`src/hw/bbc_defines.svh`:
```
// constants for the bit, branch and call execution slice
// Notes on behaviour
// - bit clear zeroes bit b of file f, nothing else changes
// - bit set forces bit b of file f to one, nothing else
// - literal branch: pc plus one plus sign-extended 9-bit literal, two cycles
// - accumulator branch: pc plus one plus unsigned accumulator, two cycles
// - skip-if-zero: bit zero squashes next instruction, two cycles
// - skip-if-one: bit one squashes next instruction, two cycles
// - call pushes pc plus one onto stack on the same edge that changes pc
// - call loads 11-bit immediate into pc bits 10 to 0
// - call fills pc bits 14 to 11 from page latch bits 6 to 3
// - call takes two cycles, second flushes fetch, flags untouched
`ifndef BBC_DEFINES_SVH
`define BBC_DEFINES_SVH
`define BBC_PC_W 15
`define BBC_PC_RST 15'h0000
`define BBC_FADDR_W 7
`define BBC_REL_W 9
`define BBC_CALL_W 11
`define BBC_PAGE_MSB 6
`define BBC_PAGE_LSB 3
`define BBC_SEQ_STEP 15'h0001
`define BBC_SKIP_STEP 15'h0002
`endif

```
`src/hw/bbc_pkg.sv`:
```
// types for the bit, branch and call execution slice
`include "bbc_defines.svh"
package bbc_pkg;
  // operation select from the decoder
  typedef enum logic [2:0] {
    op_none = 3'h0,
    bit_clear_op = 3'h1,
    bit_set_op = 3'h2,
    rel_jump_literal_op = 3'h3,
    rel_jump_acc_op = 3'h4,
    test_skip_if_zero_op = 3'h5,
    test_skip_if_one_op = 3'h6,
    call_op = 3'h7
  } bbc_op_t;

  // execution state, one-hot
  typedef enum logic [1:0] {
    st_exec = 2'b01,
    st_flush = 2'b10
  } bbc_fsm_t;

  // all registered state of the slice
  typedef struct packed {
    bbc_fsm_t fsm;
    logic [`BBC_PC_W-1:0] pc;
    logic we;
    logic [`BBC_FADDR_W-1:0] waddr;
    logic [7:0] wdata;
    logic push;
    logic [`BBC_PC_W-1:0] stack_top_entry;
    logic flush;
    logic retire;
  } bbc_state_t;
endpackage : bbc_pkg

```
`src/hw/bbc_exec.sv`:
```
// execution of bit clear/set, bit test skip, relative branches and call
`timescale 1ns/1ns
`include "bbc_defines.svh"
module bbc_exec (
  input wire logic clock,
  input wire logic rst,
  input wire logic instr_valid,
  input wire bbc_pkg::bbc_op_t instr_op,
  input wire logic [`BBC_FADDR_W-1:0] file_addr,
  input wire logic [2:0] bit_sel,
  input wire logic [7:0] file_rdata,
  input wire logic [`BBC_REL_W-1:0] rel_lit,
  input wire logic [`BBC_CALL_W-1:0] call_lit,
  input wire logic [7:0] acc,
  input wire logic [7:0] page_latch_reg,
  output logic [`BBC_PC_W-1:0] pc_q,
  output logic file_we_q,
  output logic [`BBC_FADDR_W-1:0] file_waddr_q,
  output logic [7:0] file_wdata_q,
  output logic stack_push_q,
  output logic [`BBC_PC_W-1:0] stack_top_entry_q,
  output logic flush_q,
  output logic retire_q
);

  // ==========================================================
  // overview
  // one instruction may be taken on each rising edge while the slice sits in
  // the execute state; every effect shows on the outputs right after the taking edge.
  // two-cycle instructions (branches, call, a taken skip) move to the flush
  // state, and whatever the core presents in that cycle is dropped.
  // file writes are read-modify-write: file_rdata must already hold the
  // addressed register in the cycle the instruction is presented.
  // a taken skip steps the pc over the squashed word at once and then holds
  // it through the flush cycle, so the core fetches from the right place.
  // pc arithmetic is plain modulo 2**15; no flag or error leaves the slice.
  // the return address pushed by a call is the word after the call itself.
  // page_latch_reg is sampled in the cycle the call is taken.

  // ==========================================================
  // decode helpers
  bbc_pkg::bbc_state_t s_q;
  bbc_pkg::bbc_state_t s_d;
  logic accept;
  logic [7:0] bit_mask;
  logic bit_val;
  logic [`BBC_PC_W-1:0] pc_inc;
  logic [`BBC_PC_W-1:0] rel_ext;
  logic [`BBC_PC_W-1:0] acc_ext;

  // an instruction is taken only outside the flush cycle
  assign accept = instr_valid && (s_q.fsm == bbc_pkg::st_exec);
  assign bit_mask = 8'h01 << bit_sel;
  assign bit_val = |(file_rdata & bit_mask);
  assign pc_inc = s_q.pc + `BBC_SEQ_STEP;
  // signed literal widened to pc width
  assign rel_ext = {{(`BBC_PC_W-`BBC_REL_W){rel_lit[`BBC_REL_W-1]}}, rel_lit};
  // accumulator taken as unsigned
  assign acc_ext = {{(`BBC_PC_W-8){1'b0}}, acc};

  // ==========================================================
  // next state
  always_comb begin
    // hold everything, pulses fall back to zero
    s_d = s_q;
    s_d.we = 1'b0;
    s_d.push = 1'b0;
    s_d.flush = 1'b0;
    s_d.retire = 1'b0;
    case (s_q.fsm)
      bbc_pkg::st_exec: begin
        if (accept) begin
          // accepted: retire pulse and sequential pc by default
          s_d.retire = 1'b1;
          s_d.pc = pc_inc;
          case (instr_op)
            bbc_pkg::bit_clear_op: begin
              // read-modify-write of the whole register
              s_d.we = 1'b1;
              s_d.waddr = file_addr;
              s_d.wdata = file_rdata & ~bit_mask;
            end
            bbc_pkg::bit_set_op: begin
              // same read-modify-write, selected bit forced high
              s_d.we = 1'b1;
              s_d.waddr = file_addr;
              s_d.wdata = file_rdata | bit_mask;
            end
            bbc_pkg::rel_jump_literal_op: begin
              // signed offset from the incremented pc, fetch redirected
              s_d.pc = pc_inc + rel_ext;
              s_d.fsm = bbc_pkg::st_flush;
              s_d.flush = 1'b1;
            end
            bbc_pkg::rel_jump_acc_op: begin
              // unsigned accumulator offset from the incremented pc
              s_d.pc = pc_inc + acc_ext;
              s_d.fsm = bbc_pkg::st_flush;
              s_d.flush = 1'b1;
            end
            bbc_pkg::test_skip_if_zero_op: begin
              if (!bit_val) begin
                // step over the squashed instruction
                s_d.pc = s_q.pc + `BBC_SKIP_STEP;
                s_d.fsm = bbc_pkg::st_flush;
                s_d.flush = 1'b1;
              end
            end
            bbc_pkg::test_skip_if_one_op: begin
              if (bit_val) begin
                // bit one: step over the squashed instruction
                s_d.pc = s_q.pc + `BBC_SKIP_STEP;
                s_d.fsm = bbc_pkg::st_flush;
                s_d.flush = 1'b1;
              end
            end
            bbc_pkg::call_op: begin
              // return address captured from the old pc
              s_d.push = 1'b1;
              s_d.stack_top_entry = pc_inc;
              s_d.pc = {page_latch_reg[`BBC_PAGE_MSB:`BBC_PAGE_LSB], call_lit};
              s_d.fsm = bbc_pkg::st_flush;
              s_d.flush = 1'b1;
            end
            default: begin
              // no-operation code only moves the pc on
              s_d.pc = pc_inc;
            end
          endcase
        end
      end
      bbc_pkg::st_flush: begin
        // second cycle: the fetched word is dropped and the pc holds
        s_d.fsm = bbc_pkg::st_exec;
      end
      default: begin
        s_d.fsm = bbc_pkg::st_exec;
      end
    endcase
  end

  // ==========================================================
  // state register
  always_ff @(posedge clock or posedge rst) begin
    if (rst) begin
      s_q <= '{fsm: bbc_pkg::st_exec, pc: `BBC_PC_RST, we: 1'b0,
               waddr: '0, wdata: 8'h00, push: 1'b0, stack_top_entry: `BBC_PC_RST,
               flush: 1'b0, retire: 1'b0};
    end else begin
      s_q <= s_d;
    end
  end

  // outputs straight from the state flops
  assign pc_q = s_q.pc;
  assign file_we_q = s_q.we;
  assign file_waddr_q = s_q.waddr;
  assign file_wdata_q = s_q.wdata;
  assign stack_push_q = s_q.push;
  assign stack_top_entry_q = s_q.stack_top_entry;
  assign flush_q = s_q.flush;
  assign retire_q = s_q.retire;

  // one strobe per instruction kind, as taken
  logic take_clr;
  logic take_set;
  logic take_bra;
  logic take_brw;
  logic take_skz;
  logic take_sko;
  logic take_call;
  assign take_clr = accept && (instr_op == bbc_pkg::bit_clear_op);
  assign take_set = accept && (instr_op == bbc_pkg::bit_set_op);
  assign take_bra = accept && (instr_op == bbc_pkg::rel_jump_literal_op);
  assign take_brw = accept && (instr_op == bbc_pkg::rel_jump_acc_op);
  assign take_skz = accept && (instr_op == bbc_pkg::test_skip_if_zero_op);
  assign take_sko = accept && (instr_op == bbc_pkg::test_skip_if_one_op);
  assign take_call = accept && (instr_op == bbc_pkg::call_op);
endmodule : bbc_exec

```
`config.mk`:
```
export PLATFORM = sky130hd
export DESIGN_NAME = bbc_exec
export DESIGN_NICKNAME = d
export VERILOG_FILES = /design/src/hw/bbc_pkg.sv /design/src/hw/bbc_exec.sv
export VERILOG_INCLUDE_DIRS = /design/src /design/src/hw
export SDC_FILE = /design/constraint.sdc
export NUM_CORES = 1
export LEC_CHECK = 0
export BUFFER_PORTS_ARGS = -buffer_cell sky130_fd_sc_hd__buf_4
export CORE_ASPECT_RATIO = 0.5
export CORE_MARGIN = 8
export CORE_UTILIZATION = 45
export CTS_CLUSTER_DIAMETER = 100
export CTS_CLUSTER_SIZE = 10
export DETAILED_ROUTE_END_ITERATION = 16
export PLACE_DENSITY = 0.73
export SKIP_LAST_GASP = 1
export SYNTH_ARGS = -nofsm -noshare
export SYNTH_HDL_FRONTEND = slang
export SYNTH_SLANG_ARGS = --single-unit
```
`constraint.sdc`:
```
create_clock -name clock -period 2.9 [get_ports clock]
set_input_delay 0.87 -clock clock [delete_from_list [all_inputs] [get_ports clock]]
set_output_delay 0.87 -clock clock [all_outputs]
set_load 0.005 [all_outputs]
```
==> results.md <==
- Post-Place Worst Slack: -0.685 ns
- Syn Area/Cell: approximately 8.8 um2
- Clk_lat worst skew: 0.30 ns
- DR WL/cell: 17.6 um
- Worst Hold Class: flip-flop to flip-flop
- Status: finished, violations left
- Yosys top cell area share: ~30%
- Cts hold-fix bufs: 0
- Main flop type after synthesis: dfrtp_1
- PD cells: 874 mW/mm2
- Starting Density: 46.8%
- Fillers: 729
- R2R depth: 14
- WS Path Type: primary input to flip-flop
- PnR Total Power: a little under 5 mW
- Core Box Area: 0.00877 mm2
- DR vias: 3779
- Reg2Reg Setup Slack: -0.01 ns
- Most frequent cells in the layout: buf_4 (176), dfrtp_1 (50), nand2_1 (40), nor2_1 (32), xnor2_1 (26)
- Syn Nets: 545
- Via-per-instance ratio: 5.39
- GRT Total Usage: 19.3%
- Worst R2R End: pc_q[14]
- Worst-margin pin slew: 0.578 ns
- Final wirelength: about 12000 um
- WHS Endpoint: stack_top_entry_q[11]
- Maximum root-to-sink buffer count: 2
- Distinct cell type count after synthesis: 60
- # nets final: 662
- Post-DP HPWL: 9590 um
- # setup viols final: 12
- Worst-path cell chain: buf_6 -> nor3b_4 -> buf_12 -> mux2_4 -> ha_4 -> inv_2 -> fa_2 -> nor2b_2 -> o31a_1 -> o211ai_1 -> buf_4 -> a21oi_2 -> a311oi_2 -> mux2i_1 -> a21oi_1
- Hold_sp: stack_top_entry_q[11]
- Gpl congestion: approximately 0.95
- Seq/Total Area, Yosys: a little under a third
- Synth area leaders: dfrtp_1 (30%), buf_4 (8.2%), mux2_2 (5.8%)
- FFs w/ async S/R, synth: 100%
- CTS clk-pin slew, worst paths: ~0.080 ns
- Post-route cell area: 0.00552 mm2
- Finished Core Util: 63.0%
- Layout cells sized above 1: 43.5%
- YS warnings: 0
- CTS tree: yes
- Drt initial violations: 306
- Chip height: 83.5 um
- Die Area: 0.0126 mm2
- Worst reg2reg startpoint: pc_q[1]
- Num rows: 24
- Area of the mapped netlist: about 0.0041 mm2
- Slowest CP cell: mux2_4
- CTS Buf Count: 5
- Placement Cell Area: 0.00522 mm2
- Delay of the slowest critical-path stage: slightly above 0.3 ns
- Max VDD drop: 0.416 mV
- Layout area overhead: 34.6%
- Startpoint Class: primary input
- ANT cells: 0
- Final Cycle Share: 110%
- Gr ovfl total: 0
- CP Data Arrival Time: 3.38 ns
- Pleak: roughly 2.6 nW
- Hold slack: about 0.48 ns
- #FFs+latches synth: 51
- CP endpoint kind: flip-flop
- Critical path fanouts, max: 6
- Antenna-violating nets left: 0
- Commonest non-fill, non-tap cell in the layout: buf_4
- Post-synth EDFFs: 0
- Slew margin rel.: 61.4%
- Input/output buffers: 104
- RSZ-0062 raised after global routing: yes
- Largest net degree at the start of global routing: 25
- DIE WIDTH: 151 um
- Worst Hold Depth: 2
- Skew final: 0.00336 ns
- Num ports: 109
- Root Buffer: clkbuf_16
- DRC: 0
- PnR worst setup slack: -0.300 ns
- Fin. max-slew vios: 0
- CTS sink count: 51
- Failing checks: setup timing
- DR pass1 iterations: 5
- Mapped Cells: 466
- Max cap viols: 0
- Hold Violations, Final: 0
- Initial antenna violation count: 0
- Vias in the first global route: 3816
- First-pass GRT wire length: a little under 20000 um
- H-tree depth: 2
- Fmax: 313 MHz
- Min Tclk post-route: about 3.2 ns
- Req. time, crit path: 3.09 ns
- Most area-hungry cell type in the Yosys netlist: dfrtp_1
## cells in the mapped netlist (2+ instances only)
master,n
a211oi_1,3
a21o_1,2
a21oi_1,29
a221oi_1,5
a222oi_1,2
a22o_1,3
a31oi_1,4
and2_1,2
and3_1,3
buf_2,4
buf_4,45
buf_6,3
clkbuf_1,19
dfrtp_1,50
ha_1,18
inv_1,22
mux2_2,21
mux2i_1,15
nand2_1,40
nand3_1,10
nand3b_1,2
nand4_1,6
nor2_1,32
nor2b_1,5
nor3_1,6
nor3_2,3
nor3b_1,5
o21a_1,3
o21ai_0,31
o21ai_1,4
o221ai_1,5
or2_2,4
xnor2_1,27
xor2_1,7
## sequential cells by signal (all words and copies together), names as in the netlist
register and count:
retire_q 1, s_q 2, stack_push_q 1, pc_q 15
file_we_q 1, flush_q 1, stack_top_entry_q 15, file_waddr_q 7
file_wdata_q 8
## worst max-delay path by stage
stage,start,endpoint,slack [ns],cells after the start
2_1_floorplan,instr_op[1],pc_q[14],-0.48,14
3_3_place_gp,instr_op[1],pc_q[14],-0.70,14
3_5_place_dp,instr_op[1],pc_q[14],-0.68,14
4_1_cts,instr_op[0],pc_q[14],-0.39,14
5_1_grt,instr_op[1],pc_q[14],-0.48,15
6_report,instr_op[1],pc_q[14],-0.30,15
## layer usage
metal	up-vias	wire [um]	GRT usage (%)	part of all wire (%)
met2	130	5770	31.4	47
met1	1813	5420	25.3	44
li1	1819	-	-	-
met5	-	0	0	0
met4	0	186	5.17	1.5
met3	17	944	4.06	7.7
## critical path: cells and delay by family
family | cells | cell delay, ns
AND/OR/NAND/NOR | 2 | 0.28
AO/OA/AOI/OAI | 5 | 0.86
adder cells (fa/ha/maj) | 2 | 0.36
multiplexers | 2 | 0.54
buffers and inverters | 4 | 0.46
## power by group
| part | total [mW] | internal (mW) | switching [mW] | leakage [nW] |
|---|---|---|---|---|
| Sequential | 1.20 | 0.968 | 0.236 | 0.621 |
| Clock | 0.638 | 0.330 | 0.308 | 0.0759 |
| Combinational | 2.99 | 1.62 | 1.37 | 1.89 |
| Total | 4.83 | 2.91 | 1.91 | 2.58 |
## logic make-up after synthesis
kind of cell / after synthesis / share of synthesized area [%]
buffers and inverters: 94 / 13.4
muxes: 38 / 10.3
and+or+nand+nor: 123 / 14.6
xor gates and xnor gates: 35 / 7.81
DFF: 51 / 31.1
AOI/OAI and AO/OA: 106 / 16.8
adders and majority gates: 19 / 5.98
## area by class of cell
| class | instances | area (um2) | share of cell area (%) |
|---|---|---|---|
| Clock buffer | 5 | 125 | 2.27 |
| Clock inverter | 3 | 28.8 | 0.521 |
| Inverter | 23 | 86.3 | 1.56 |
| Multi-Input combinational cell | 321 | 2470 | 44.7 |
| Sequential cell | 51 | 1280 | 23.1 |
| Tap cell | 117 | 146 | 2.65 |
| Timing Repair Buffer | 181 | 1390 | 25.2 |
## timing repair
item                                    in CTS  in global routing
endpoints found under the setup margin      11                 11
pin swaps                                   18                 15
buffers inserted                             1                  6
gates resized for setup                     12                 14
## metrics by stage
| stage | setup TNS (ns) | instances |
|---|---|---|
| after detailed placement | -5.69 | 686 |
| after global placement | -5.31 | 686 |
| final | -1.97 | 701 |
| after global routing | -3.37 | 701 |
| after floorplan | -2.81 | 466 |
| after CTS | -1.80 | 695 |
Note: power is estimated with default switching activity, not from simulation.
